[config.mk]
export PLATFORM = sky130hd
export DESIGN_NAME = external_edge_interrupt_select
export DESIGN_NICKNAME = d
export VERILOG_FILES = /design/src/ext_irq_pkg.sv /design/src/edge_sync.sv /design/src/external_edge_interrupt_select.sv
export SDC_FILE = /design/constraint.sdc
export NUM_CORES = 1
export LEC_CHECK = 0
export BUFFER_PORTS_ARGS = -buffer_cell sky130_fd_sc_hd__buf_4
export CORE_AREA = 2 2 269 271
export CTS_CLUSTER_SIZE = 20
export DETAILED_ROUTE_END_ITERATION = 12
export DIE_AREA = 0 0 271 273
export GPL_TIMING_DRIVEN = 0
export PLACE_DENSITY = 0.58
export SLEW_MARGIN = 10
export SYNTH_ARGS = -nofsm -noshare
export SYNTH_HDL_FRONTEND = slang
export SYNTH_SLANG_ARGS = --single-unit
export TNS_END_PERCENT = 30
[constraint.sdc]
create_clock -name clk -period 30.1 [get_ports clk]
set_input_delay 0 -clock clk [delete_from_list [all_inputs] [get_ports clk]]
set_output_delay 0 -clock clk [all_outputs]
set_load 0.005 [all_outputs]
[src/ext_irq_pkg.sv]
package ext_irq_pkg;
  // Number of capture/compare channel pins
  localparam int NUM_CHANNELS = 16;
  localparam int TIMER_WIDTH = 16;
  localparam int SYNC_STAGES = 2;
  // Edge select codes shared by all sources (low two bits)
  localparam logic [1:0] EDGE_NONE = 2'h0;
  localparam logic [1:0] EDGE_RISE = 2'h1;
  localparam logic [1:0] EDGE_FALL = 2'h2;
  localparam logic [1:0] EDGE_BOTH = 2'h3;
  // Channel mode field: capture modes are 001b, 010b, 011b
  localparam int CH_MODE_WIDTH = 3;
  localparam logic [2:0] CH_MODE_CAP_RISE = 3'h1;
  localparam logic [2:0] CH_MODE_CAP_BOTH = 3'h3;
  // Auxiliary timer mode 101b selects capture
  localparam logic [2:0] AUX_MODE_CAPTURE = 3'h5;
  // Input select field: top bit ignored
  localparam int AUX_SEL_EDGE_LSB = 0;
  localparam int AUX_SEL_EDGE_MSB = 1;
  // Interrupt control field positions
  localparam int ICR_LEVEL_LSB = 2;
  localparam int ICR_LEVEL_MSB = 5;
  localparam int ICR_WIDTH = 8;
  localparam int ICR_XFER_BIT = 6;
  localparam int LEVEL_WIDTH = 4;
  localparam int SRC_IDX_WIDTH = 5;
  // Source indices for grant/vector numbering
  localparam logic [4:0] SRC_AUX_A = 5'h10;
  localparam logic [4:0] SRC_AUX_B = 5'h11;
  localparam logic [4:0] SRC_RELOAD = 5'h12;
  localparam int NUM_SOURCES = 19;
  localparam logic [NUM_SOURCES-1:0] FLAGS_RESET = '0;
endpackage : ext_irq_pkg

[src/edge_sync.sv]
`timescale 1ns/1ps
// ----------------------------------------------------------------------------
// Pin synchroniser and edge detector
// ----------------------------------------------------------------------------
module edge_sync
  import ext_irq_pkg::*;
#(
  parameter int WIDTH = 1
) (
  // Clock and control
  input wire logic clk,
  input wire logic sys_rst,
  input wire logic clk_en,
  // Pins and edges
  input wire logic [WIDTH-1:0] pin_in,
  output logic [WIDTH-1:0] rise,
  output logic [WIDTH-1:0] fall
);
  logic [WIDTH-1:0] meta_reg;
  logic [WIDTH-1:0] sync_reg;
  logic [WIDTH-1:0] prev_reg;

  // First stage feeds only the second; resets high so idle-high pins give no edge
  always_ff @(posedge clk) begin
    if (sys_rst) begin
      meta_reg <= '1;
      sync_reg <= '1;
      prev_reg <= '1;
    end else if (clk_en) begin
      meta_reg <= pin_in; // [RULE_19]
      sync_reg <= meta_reg;
      prev_reg <= sync_reg;
    end
  end

  // Compare successive synchronised samples
  assign rise = sync_reg & ~prev_reg; // [RULE_19]
  assign fall = ~sync_reg & prev_reg; // [RULE_19]
endmodule : edge_sync

[src/external_edge_interrupt_select.sv]
// Functional notes
// [RULE_01] Nineteen port pins can serve as external interrupt inputs.
// [RULE_02] Each pin selects rising, falling or both edges.
// [RULE_03] Priority from owning source control; grant reports that source's vector.
// [RULE_04] Software clears the pin direction bit so the pin is an input.
// [RULE_05] Channel mode 001b rising, 010b falling, 011b both sets channel flag.
// [RULE_06] Each selected channel edge latches the allocated base timer value.
// [RULE_07] Enabled set channel flag requests transfer or interrupt.
// [RULE_08] Auxiliary pin is an interrupt input only in mode 101b.
// [RULE_09] Aux input select X01b rising, X10b falling, X11b both.
// [RULE_10] Selected aux edge copies core timer count into aux register.
// [RULE_11] Enabled set aux flag requests transfer or interrupt.
// [RULE_12] Capture enable low: reload input edges only set the flag.
// [RULE_13] Reload edge field 01b rising, 10b falling, 11b both.
// [RULE_14] Enabled set reload flag requests interrupt or transfer.
// [RULE_15] Falling edge on non-maskable pin raises a hardware trap.
// [RULE_16] Traps cannot be masked and win over all interrupts.
// [RULE_17] Granted source has its request flag cleared when service starts.
// [RULE_18] Non-maskable edge sets a trap flag held until software clears.
// [RULE_19] Pins are synchronised and edges found from successive samples.
`timescale 1ns/1ps
module external_edge_interrupt_select
  import ext_irq_pkg::*;
#(
  parameter int NCH = NUM_CHANNELS,
  parameter int TW = TIMER_WIDTH
) (
  // Clock and control
  input wire logic clk,
  input wire logic sys_rst,
  input wire logic clk_en,
  // External pins and direction bits
  input wire logic [NCH-1:0] capture_compare_unit_channel_pin,
  input wire logic aux_timer_a_input_pin,
  input wire logic aux_timer_b_input_pin,
  input wire logic reload_capture_input_pin,
  input wire logic nmi_n_pin,
  input wire logic [NCH+2:0] pin_direction_bit,
  // Channel configuration
  input wire logic [NCH*CH_MODE_WIDTH-1:0] channel_mode_field,
  input wire logic [NCH-1:0] channel_timer_select,
  input wire logic [NCH-1:0] channel_irq_enable,
  input wire logic [NCH*ICR_WIDTH-1:0] channel_irq_control,
  // Auxiliary and reload configuration
  input wire logic [2:0] aux_a_mode_field,
  input wire logic [2:0] aux_b_mode_field,
  input wire logic [2:0] aux_a_input_select,
  input wire logic [2:0] aux_b_input_select,
  input wire logic aux_a_irq_enable,
  input wire logic aux_b_irq_enable,
  input wire logic [ICR_WIDTH-1:0] aux_a_irq_control,
  input wire logic [ICR_WIDTH-1:0] aux_b_irq_control,
  input wire logic capture_enable_bit,
  input wire logic [1:0] reload_capture_edge_field,
  input wire logic reload_capture_irq_enable,
  input wire logic [ICR_WIDTH-1:0] reload_capture_irq_control,
  // Timer values
  input wire logic [TW-1:0] capture_compare_unit_base_timer_a,
  input wire logic [TW-1:0] capture_compare_unit_base_timer_b,
  input wire logic [TW-1:0] core_timer,
  input wire logic [TW-1:0] block_two_timer,
  // Service handshake and trap flag clear
  input wire logic [LEVEL_WIDTH-1:0] cpu_level,
  input wire logic service_start,
  input wire logic trap_flag_clear,
  // Request flags and captured values
  output logic [NCH-1:0] channel_request_flag,
  output logic aux_a_request_flag,
  output logic aux_b_request_flag,
  output logic reload_capture_request_flag,
  output logic [NCH*TW-1:0] channel_capture_register,
  output logic [TW-1:0] aux_a_capture,
  output logic [TW-1:0] aux_b_capture,
  output logic [TW-1:0] capture_reload_register,
  // Service request and trap
  output logic irq_valid,
  output logic irq_transfer,
  output logic [SRC_IDX_WIDTH-1:0] irq_source,
  output logic [LEVEL_WIDTH-1:0] irq_level,
  output logic trap_request,
  output logic nmi_trap_flag
);
  // --------------------------------------------------------------------------
  // Edge detection
  // --------------------------------------------------------------------------
  localparam int NP = NCH + 4;
  logic [NP-1:0] rise;
  logic [NP-1:0] fall;

  edge_sync #(.WIDTH(NP)) u_sync (
    .clk(clk),
    .sys_rst(sys_rst),
    .clk_en(clk_en),
    .pin_in({nmi_n_pin, reload_capture_input_pin, aux_timer_b_input_pin,
             aux_timer_a_input_pin, capture_compare_unit_channel_pin}),
    .rise(rise),
    .fall(fall)
  );

  // Edge match against a two-bit select; 00 never matches
  function automatic logic edge_hit(input logic [1:0] sel, input logic r, input logic f);
    edge_hit = (sel[0] & r) | (sel[1] & f); // [RULE_02]
  endfunction : edge_hit

  // Priority level field out of an interrupt control byte
  function automatic logic [LEVEL_WIDTH-1:0] lvl_of(input logic [ICR_WIDTH-1:0] icr);
    lvl_of = icr[ICR_LEVEL_MSB:ICR_LEVEL_LSB];
  endfunction : lvl_of

  // --------------------------------------------------------------------------
  // Per-source event decode
  // --------------------------------------------------------------------------
  logic [NCH-1:0] ch_evt;
  logic aux_a_evt;
  logic aux_b_evt;
  logic rel_evt;
  logic [2:0] ch_mode;

  // Pins used as outputs never yield events; software owns direction
  always_comb begin
    ch_evt = '0;
    ch_mode = '0;
    for (int i = 0; i < NCH; i++) begin
      ch_mode = channel_mode_field[i*CH_MODE_WIDTH +: CH_MODE_WIDTH];
      if (!pin_direction_bit[i] && ch_mode >= CH_MODE_CAP_RISE
          && ch_mode <= CH_MODE_CAP_BOTH) begin // [RULE_01] [RULE_04]
        ch_evt[i] = edge_hit(ch_mode[1:0], rise[i], fall[i]); // [RULE_05]
      end
    end
  end

  assign aux_a_evt = !pin_direction_bit[NCH] && aux_a_mode_field == AUX_MODE_CAPTURE
    && edge_hit(aux_a_input_select[AUX_SEL_EDGE_MSB:AUX_SEL_EDGE_LSB],
                rise[NCH], fall[NCH]); // [RULE_08] [RULE_09]
  assign aux_b_evt = !pin_direction_bit[NCH+1] && aux_b_mode_field == AUX_MODE_CAPTURE
    && edge_hit(aux_b_input_select[AUX_SEL_EDGE_MSB:AUX_SEL_EDGE_LSB],
                rise[NCH+1], fall[NCH+1]); // [RULE_08] [RULE_09]
  assign rel_evt = !pin_direction_bit[NCH+2]
    && edge_hit(reload_capture_edge_field, rise[NCH+2], fall[NCH+2]); // [RULE_13]

  // --------------------------------------------------------------------------
  // Capture registers
  // --------------------------------------------------------------------------
  // Channels latch their base timer whether it runs or not
  always_ff @(posedge clk) begin
    if (sys_rst) begin
      channel_capture_register <= '0;
    end else if (clk_en) begin
      for (int i = 0; i < NCH; i++) begin
        if (ch_evt[i]) begin
          channel_capture_register[i*TW +: TW] <= channel_timer_select[i] ?
            capture_compare_unit_base_timer_b : capture_compare_unit_base_timer_a; // [RULE_06]
        end
      end
    end
  end

  // Auxiliary registers take the core timer count
  always_ff @(posedge clk) begin
    if (sys_rst) begin
      aux_a_capture <= '0;
      aux_b_capture <= '0;
    end else if (clk_en) begin
      if (aux_a_evt) begin
        aux_a_capture <= core_timer; // [RULE_10]
      end
      if (aux_b_evt) begin
        aux_b_capture <= core_timer; // [RULE_10]
      end
    end
  end

  // Capture disabled keeps the register free for reload use
  always_ff @(posedge clk) begin
    if (sys_rst) begin
      capture_reload_register <= '0;
    end else if (clk_en) begin
      if (rel_evt && capture_enable_bit) begin // [RULE_12]
        capture_reload_register <= block_two_timer;
      end
    end
  end

  // --------------------------------------------------------------------------
  // Request flags and arbitration
  // --------------------------------------------------------------------------
  logic [NUM_SOURCES-1:0] flags;
  logic [NUM_SOURCES-1:0] evts;
  logic [NUM_SOURCES-1:0] enables;
  logic [NUM_SOURCES-1:0] grant_clr;
  logic win_valid;
  logic [SRC_IDX_WIDTH-1:0] win_idx;
  logic [LEVEL_WIDTH-1:0] win_lvl;
  logic win_xfer;
  logic [ICR_WIDTH-1:0] icr;

  assign evts = {rel_evt, aux_b_evt, aux_a_evt, ch_evt};
  assign enables = {reload_capture_irq_enable, aux_b_irq_enable, aux_a_irq_enable,
                    channel_irq_enable};

  // Highest level above the CPU wins; lowest index breaks ties
  always_comb begin
    win_valid = 1'b0;
    win_idx = '0;
    win_lvl = '0;
    win_xfer = 1'b0;
    icr = '0;
    for (int s = 0; s < NUM_SOURCES; s++) begin
      if (s < NCH) begin
        icr = channel_irq_control[s*ICR_WIDTH +: ICR_WIDTH];
      end else if (s == NCH) begin
        icr = aux_a_irq_control;
      end else if (s == NCH + 1) begin
        icr = aux_b_irq_control;
      end else begin
        icr = reload_capture_irq_control;
      end
      if (flags[s] && enables[s] && lvl_of(icr) > cpu_level // [RULE_07] [RULE_11] [RULE_14]
          && (!win_valid || lvl_of(icr) > win_lvl)) begin // [RULE_03]
        win_valid = 1'b1;
        win_idx = SRC_IDX_WIDTH'(s);
        win_lvl = lvl_of(icr);
        win_xfer = icr[ICR_XFER_BIT];
      end
    end
  end

  // A pending trap holds every interrupt off
  assign irq_valid = win_valid && !trap_request; // [RULE_16]
  assign irq_source = win_idx; // [RULE_03]
  assign irq_level = win_lvl;
  assign irq_transfer = win_xfer;
  assign grant_clr = (service_start && irq_valid) ?
    (NUM_SOURCES'(1) << win_idx) : '0;

  // Event sets win over a same-cycle service clear
  always_ff @(posedge clk) begin
    if (sys_rst) begin
      flags <= FLAGS_RESET;
    end else if (clk_en) begin
      flags <= (flags & ~grant_clr) | evts; // [RULE_17]
    end
  end

  assign channel_request_flag = flags[NCH-1:0];
  assign aux_a_request_flag = flags[NCH];
  assign aux_b_request_flag = flags[NCH+1];
  assign reload_capture_request_flag = flags[NCH+2];

  // --------------------------------------------------------------------------
  // Non-maskable trap
  // --------------------------------------------------------------------------
  // No enable or level gates this flag
  always_ff @(posedge clk) begin
    if (sys_rst) begin
      nmi_trap_flag <= 1'b0;
    end else if (clk_en) begin
      if (fall[NCH+3]) begin
        nmi_trap_flag <= 1'b1; // [RULE_15] [RULE_18]
      end else if (trap_flag_clear) begin
        nmi_trap_flag <= 1'b0;
      end
    end
  end

  assign trap_request = nmi_trap_flag; // [RULE_16]

  // --------------------------------------------------------------------------
  // Assertions
  // --------------------------------------------------------------------------
  a_trap_blocks_irq: assert property (@(posedge clk) disable iff (sys_rst)
    trap_request |-> !irq_valid) // [RULE_16]
    else $error("interrupt offered while trap pending");
  a_nmi_sets_flag: assert property (@(posedge clk) disable iff (sys_rst)
    clk_en && fall[NCH+3] |=> nmi_trap_flag) // [RULE_15]
    else $error("nmi edge did not set trap flag");
  a_nmi_flag_holds: assert property (@(posedge clk) disable iff (sys_rst)
    nmi_trap_flag && !trap_flag_clear |=> nmi_trap_flag) // [RULE_18]
    else $error("trap flag dropped without clear");
  a_grant_clears: assert property (@(posedge clk) disable iff (sys_rst)
    clk_en && grant_clr != '0 && (grant_clr & evts) == '0
      |=> (flags & $past(grant_clr)) == '0) // [RULE_17]
    else $error("granted flag not cleared");
  a_aux_mode_gate: assert property (@(posedge clk) disable iff (sys_rst)
    aux_a_mode_field != AUX_MODE_CAPTURE |-> !aux_a_evt) // [RULE_08]
    else $error("aux event outside capture mode");
  a_aux_capture: assert property (@(posedge clk) disable iff (sys_rst)
    clk_en && aux_a_evt |=> aux_a_capture == $past(core_timer)) // [RULE_10]
    else $error("aux capture wrong");
  a_reload_keep: assert property (@(posedge clk) disable iff (sys_rst)
    !capture_enable_bit |=> $stable(capture_reload_register)) // [RULE_12]
    else $error("reload register captured while disabled");
  a_ch_capture: assert property (@(posedge clk) disable iff (sys_rst)
    clk_en && ch_evt[0] |=> channel_capture_register[TW-1:0] ==
      ($past(channel_timer_select[0]) ? $past(capture_compare_unit_base_timer_b)
                                      : $past(capture_compare_unit_base_timer_a))) // [RULE_06]
    else $error("channel capture wrong");
  a_ch_flag_set: assert property (@(posedge clk) disable iff (sys_rst)
    clk_en && ch_evt[0] |=> channel_request_flag[0]) // [RULE_05]
    else $error("channel flag not set");
  c_channel_irq: cover property (@(posedge clk) irq_valid && irq_source < SRC_AUX_A);
  c_aux_irq: cover property (@(posedge clk) irq_valid && irq_source == SRC_AUX_B);
  c_reload_irq: cover property (@(posedge clk) irq_valid && irq_source == SRC_RELOAD);
  c_trap: cover property (@(posedge clk) trap_request);
endmodule : external_edge_interrupt_select

; Word level (Yosys, flattened, before mapping)
; Index checks and enable logic that the tools add are counted.
[op_classes]
muxes = 110
magnitude_cmp = 69
eq_ne = 2
bitwise_logic = 64
n_reduce_logical = 173
n_shift = 1
[op_table]
columns = operator, n
row1 = $mux W16, 16
row2 = $gt A4 B4 Y1, 37
row3 = $logic_and A1 B1 Y1, 96
row4 = $mux W5, 17
row5 = $mux W4, 19
row6 = $mux W1, 57
row7 = $ge A3 B1 Y1 const B, 16
row8 = $le A3 B2 Y1 const B, 16
row9 = $reduce_and A2 Y1, 20
row10 = $and A1 B1 Y1, 38
row11 = $and A19 B19 Y19, 2
row12 = $logic_not A1 Y1, 38
row13 = $not A19 Y19, 2
row14 = $and A20 B20 Y20, 1
row15 = $not A20 Y20, 1
row16 = $mux W19, 1
row17 = $or A1 B1 Y1, 19
row18 = $or A19 B19 Y19, 1
row19 = $shl A1 B5 Y19 const A, 1
row20 = $logic_or A1 B1 Y1, 18
row21 = $eq A3 B3 Y1 const B, 2
row22 = $reduce_bool A2 Y1, 1
[totals]
regBits = 384
output_inout_bits = 336
inputBits = 362
word_cells = 443

; Longest topological paths before layout
[logic_depth]
depth_word = 81
mapped_depth = 181
mapped_depth_nobuf = 173

; Modules after synthesis
; A second synthesis with hierarchy kept.
[unflattened]
hier_cells = 2468
hier_area_um2 = 22001.1
[by_module_without_submodules]
columns = module, seq_area_each_um2, cells_each, area_per_inst_um2, n_inst
row1 = external_edge_interrupt_select, 6486.2, 2228, 19506.2, 1
row2 = edge_sync, 1201.2, 240, 2494.9, 1

; Worst setup path before layout
; No wires, ideal clock.
[synth_timing]
kind = input -> register
startpoint = input port cpu_level[1]
endpoint = register flags[1]
slack_ns = 1.720
path_stages = 170
path_buffers = 9
t_arrival_ns = 28.243
required_ns = 29.962
setup_time_ns = 0.138
cell_sequence = inv_1 ha_1 and2b_1 o211ai_2 a21o_1 buf_6 nor2_1 ha_1 and4_1 a21oi_1 o21a_1 a22oi_1 ha_1 nor2b_1 o21a_1 nor3_1 o22ai_1 and2_1 [134 not listed] nand2b_1 a21oi_1 a41o_1 a21o_1 clkbuf_1 mux2_2 ha_1 nor2b_1 o21ai_0 nand2b_1 a21oi_1 a41o_1 a21o_1 clkbuf_1 and3_1 nand4_1 nor3_1 a21oi_1
[synth_via]
elab_chain_len = 81
word_cells_on_any_way = 172
cone_classes = order compare: 37 / shift: 1 / mux: 56 / bitwise: 3 / reduce/logical: 75
[synth_lines]
columns = item, line_no
row1 = "start, declared", external_edge_interrupt_select.sv:63  ; input wire logic [LEVEL_WIDTH-1:0] cpu_level,
row2 = $gt A4 B4 Y1, external_edge_interrupt_select.sv:218  ; if (flags[s] && enables[s] && lvl_of(icr) > cpu_level
row3 = $logic_and A1 B1 Y1, external_edge_interrupt_select.sv:218
row4 = $mux W4 or $mux W1 (tied branches), external_edge_interrupt_select.sv:218
row5 = $gt A4 B4 Y1 or $logic_not A1 Y1 (tied branches), external_edge_interrupt_select.sv:219  ; && (!win_valid || lvl_of(icr) > win_lvl)) begin
row6 = $logic_or A1 B1 Y1, external_edge_interrupt_select.sv:219
row7 = $logic_and A1 B1 Y1, external_edge_interrupt_select.sv:219
row8 = $mux W4 or $mux W1 (tied branches), external_edge_interrupt_select.sv:218
row9 = $gt A4 B4 Y1 or $logic_not A1 Y1 (tied branches), external_edge_interrupt_select.sv:219
row10 = [65 not listed], -
row11 = $logic_and A1 B1 Y1, external_edge_interrupt_select.sv:219
row12 = $mux W1, external_edge_interrupt_select.sv:218
row13 = $logic_and A1 B1 Y1, external_edge_interrupt_select.sv:229  ; assign irq_valid = win_valid && !trap_request;
row14 = $logic_and A1 B1 Y1, external_edge_interrupt_select.sv:233  ; assign grant_clr = (service_start && irq_valid) ?
row15 = $mux W19 *, external_edge_interrupt_select.sv:233
row16 = $not A19 Y19 *, external_edge_interrupt_select.sv:241  ; flags <= (flags & ~grant_clr) | evts;
row17 = $and A19 B19 Y19 *, external_edge_interrupt_select.sv:241
row18 = $or A19 B19 Y19 *, external_edge_interrupt_select.sv:241
row19 = "end signal, assigned", external_edge_interrupt_select.sv:241
row20 = "end, declared", external_edge_interrupt_select.sv:187  ; logic [NUM_SOURCES-1:0] flags;
; Every way passes the cells marked *; elsewhere a longest branch is shown, timed or not.
; A chain may end at the register's enable or synchronous reset.

; Final worst setup path
[layout_timing]
startpoint = register flags[0]
endpoint = output port irq_transfer
[layout_via]
elab_chain_len = 75
word_cells_on_any_way = 129
cone_classes = order compare: 18 / mux: 55 / reduce/logical: 56
[layout_lines]
columns = item, line_no
row1 = $logic_and A1 B1 Y1 * (2 in series), external_edge_interrupt_select.sv:218
row2 = $mux W4 or $mux W1 (tied branches), external_edge_interrupt_select.sv:218
row3 = $gt A4 B4 Y1 or $logic_not A1 Y1 (tied branches), external_edge_interrupt_select.sv:219
row4 = $logic_or A1 B1 Y1, external_edge_interrupt_select.sv:219
row5 = $logic_and A1 B1 Y1, external_edge_interrupt_select.sv:219
row6 = $mux W4 or $mux W1 (tied branches), external_edge_interrupt_select.sv:218
row7 = $gt A4 B4 Y1 or $logic_not A1 Y1 (tied branches), external_edge_interrupt_select.sv:219
row8 = $logic_or A1 B1 Y1, external_edge_interrupt_select.sv:219
row9 = [58 not listed], -
row10 = $gt A4 B4 Y1 or $logic_not A1 Y1 (tied branches), external_edge_interrupt_select.sv:219
row11 = $logic_or A1 B1 Y1, external_edge_interrupt_select.sv:219
row12 = $logic_and A1 B1 Y1, external_edge_interrupt_select.sv:219
row13 = $mux W4 or $mux W1 (tied branches), external_edge_interrupt_select.sv:218
row14 = $gt A4 B4 Y1 or $logic_not A1 Y1 (tied branches), external_edge_interrupt_select.sv:219
row15 = $logic_or A1 B1 Y1, external_edge_interrupt_select.sv:219
row16 = $logic_and A1 B1 Y1, external_edge_interrupt_select.sv:219
row17 = $mux W1 *, external_edge_interrupt_select.sv:218
row18 = "end, declared", external_edge_interrupt_select.sv:77  ; output logic irq_transfer,
; Marked as above.

==> flow_summary.yaml <==
placement:
  port_buffers: 622
  dpl.hpwl_um: 77700
  dpl_cell_area_um2: 27800
  place_congestion: 0.896
synth:
  yosysSeqAreaShare: 0.351
  synth_edf_count: 0
  syn_nets: 3007
  yosysWarnings: 0
  syn_area_per_cell_um2: 8.73
  dominantRegCellSynth: "dfxtp_1"
  yosys_register_bits: 384
  synth_area_um2: 21900
  async_flop_share: 0
  syn_inst: 2506
  yosysUniqueCellTypes: 76
critical_path:
  cp-start-kind: "register"
  crit_fanout: 10
  r2r-end: "flags[6]"
  crit_end: "irq_transfer"
  reg2reg_depth: 167
  slowest_stage: "dfxtp_4"
  worstPathArrival_ns: 28.95
  crit_required_ns: 30.10
  path_class: "reg2out"
  slowest_delay_ns: 0.38
  critPathMostFrequentCell: "ha_1"
  rrSetupSlack_ns: 1.26
  timing.rr.start: "flags[0]"
  crit_start: "flags[0]"
  cp-end-kind: "primary output"
pwr:
  ir_drop_v: 0.0000303
  p_leak_nw: 13.8
  power_density_nw_per_um2: 39.7
sta:
  max_freq_ghz: 0.0345
  relSlewSlack: 0.235
  post-route-period-util: 0.962
  slew_viol_final: 0
  tightest_slew_ns: 1.14
  hold_viol_final: 0
  min_period_ns: 28.95
  skew_ns: 0.0462
  whs_ns: 0.0305
  setup_viol: 0
clock_tree:
  cts_tree: "yes"
  clkTransAtPathRegs_ns: 0.06
  clock_latency_ns: 0.59
  cts_htree_levels: 2
  root_buffer: "clkbuf_16"
  cts_sinks: 384
  cts_buffers: 43
  cts_buffer_depth: 3
finish:
  fin_nets: 3867
  final_cell_area_um2: 31800
  drive_above_1_share: 0.266
  fillers: 7000
  syn_to_final_growth_pct: 45.2
  largest-register: "channel_capture_register"
  largest_reg_flops: 256
floorplan:
  die_h_um: 273
  rows: 98
  initial_core_util: 0.308
  pin_count: 698
  die_w_um: 271
  core_um2: 71000
  die_area_um2: 74000
global_route:
  grt_first_pass_wirelength_um: 145000
  antenna_found_initial: 5
  grt_overflow: 0
  grt_max_degree: 20
  grt_pass1_vias: 22200
  track_usage: 0.259
route:
  vias_per_cell: 5.29
  wl_per_cell_um: 23.4
  ant_nets: 0
  wirelength_um: 102000
  drc: 0
  dr.pass1.iters: 7
  vias: 23000
  detail_route.iter0.violations: 1651
job:
  drv_cap: 0
min_path:
  hp-start: "clk_en"
  hold_class: "in2reg"
outcome:
  outcome: "finished, final reports clean"
-- cell type report --
cell class              count  area [um^2]  share of cell area
multi-input cells        1854        13900               0.438
flip-flops and latches    384         7690               0.242
repair buffers            819         6460               0.203
clock buffers              64         1270              0.0398
well taps                 950         1190              0.0374
plain buffers             193          787              0.0248
inverters                  71          278             0.00874
clock inverters            11          189             0.00595
diodes                      4         10.0            0.000315
-- worst max-delay path: cells and delay by family (launching register included) --
family / cells / cell delay [ns]
buffers and inverters: 17 / 2.37
AOI/OAI and AO/OA: 91 / 14.72
and+or+nand+nor: 35 / 4.46
DFF: 1 / 0.38
muxes: 6 / 1.54
adders and majority gates: 18 / 4.87
-- cells in the final DEF, fill, tap and decap left out, types with 6 or more instances in the layout --
master         instances
ha_1                 133
o21ai_2                8
a211oi_1             258
buf_1                 20
o2111ai_1              9
nand2_1              123
o211ai_1              19
inv_1                 68
a21oi_4                7
a21oi_1               66
ha_4                   6
clkbuf_1             175
o21a_1                33
nand3_1               28
mux2i_1              367
dlygate4sd3_1        124
clkbuf_8              10
a21oi_2               14
clkbuf_16             44
and3_1                23
buf_4                697
o21ai_0               76
nor3_1                18
dfxtp_1              383
a31oi_1               13
nand2b_1               9
mux2_2                 9
nand2_2                6
and2_1                 8
nor2b_1               34
nand4_1               29
nor2_1               371
o21ai_1               11
nand3b_1              18
a21o_1                16
-- cells in the mapped netlist (4+ instances only) --
cell	count	area [um^2]
a211oi_1	262	1970
a21o_1	18	135
a21oi_1	84	420
a22oi_1	5	37.5
a311oi_1	6	52.6
a31oi_1	14	87.6
and2_1	9	56.3
and3_1	23	144
buf_1	20	75.1
clkbuf_1	173	649
dfxtp_1	384	7690
ha_1	139	1740
inv_1	71	267
mux2_2	9	101
mux2i_1	372	3720
nand2_1	130	488
nand2b_1	11	68.8
nand3_1	28	140
nand3b_1	18	135
nand4_1	29	181
nor2_1	377	1420
nor2b_1	35	219
nor3_1	20	100
nor3b_1	4	30.0
o2111ai_1	10	87.6
o211a_1	6	60.1
o211ai_1	19	143
o21a_1	34	255
o21ai_0	93	465
o21bai_1	6	45.0
o221ai_1	4	35.0
o22ai_1	5	31.3
o311a_1	4	40.0
o31a_1	4	35.0
or2_2	6	37.5
or3_1	4	25.0
-- kinds of logic (layout without fill, tap and decap cells) --
| family | count (synthesis) | after routing | share of synthesized area |
|---|---|---|---|
| other | 0 | 4 | 0 |
| adder cells (fa/ha/maj) | 139 | 139 | 0.0795 |
| multiplexers | 382 | 382 | 0.175 |
| AO/OA/AOI/OAI | 630 | 630 | 0.204 |
| AND/OR/NAND/NOR | 703 | 703 | 0.143 |
| buffers and inverters | 268 | 1158 | 0.0466 |
| flip-flops | 384 | 384 | 0.351 |
-- where the power goes --
group / internal (mW) / switching (mW)
combinational: 0.0877 / 0.104
clock: 0.326 / 0.226
sequential: 0.514 / 0.00433
total: 0.927 / 0.334
-- worst min-delay path by stage --
stage	end	slack (ns)	cells after the start
after floorplan	irq_level[1]	0.12	2
after global placement	u_sync.meta_reg[3]	0.22	3
after detailed placement	u_sync.meta_reg[3]	0.22	3
after CTS	capture_reload_register[0]	0.002	4
after global routing	flags[18]	0.05	5
final	flags[18]	0.03	5
-- per-layer routing --
metal | global-route usage | routed length (um) | share of wire | up-vias
met4 | 0.0996 | 3870 | 0.038 | 0
li1 | - | - | - | 10900
met3 | 0.0608 | 8260 | 0.081 | 197
met1 | 0.330 | 42700 | 0.42 | 11000
met5 | 0 | 0 | 0 | -
met2 | 0.422 | 47000 | 0.46 | 969
-- through the flow --
stage	power, mW	util	setup WS (ns)	std cells	TNS [ns]
3_5_place_dp	0.695	0.391	-5.52	4079	-152.86
4_1_cts	1.26	0.435	-0.00104	4304	-0.00104
2_1_floorplan	0.616	-	1.72	2506	0
6_report	1.26	0.448	1.15	4350	0
3_3_place_gp	0.694	0.391	-5.58	4078	-154.64
5_1_grt	1.30	0.447	-0.241	4348	-3.00
-- timing repair --
item,in CTS,in global routing
resized for setup,54,117
cloned,0,0
setup endpoints to repair,29,29
endpoints found under the hold margin,208,0
hold buffers,124,0
pin swaps,11,45
buffers inserted,30,42
Power figures use the tool's default switching activity.
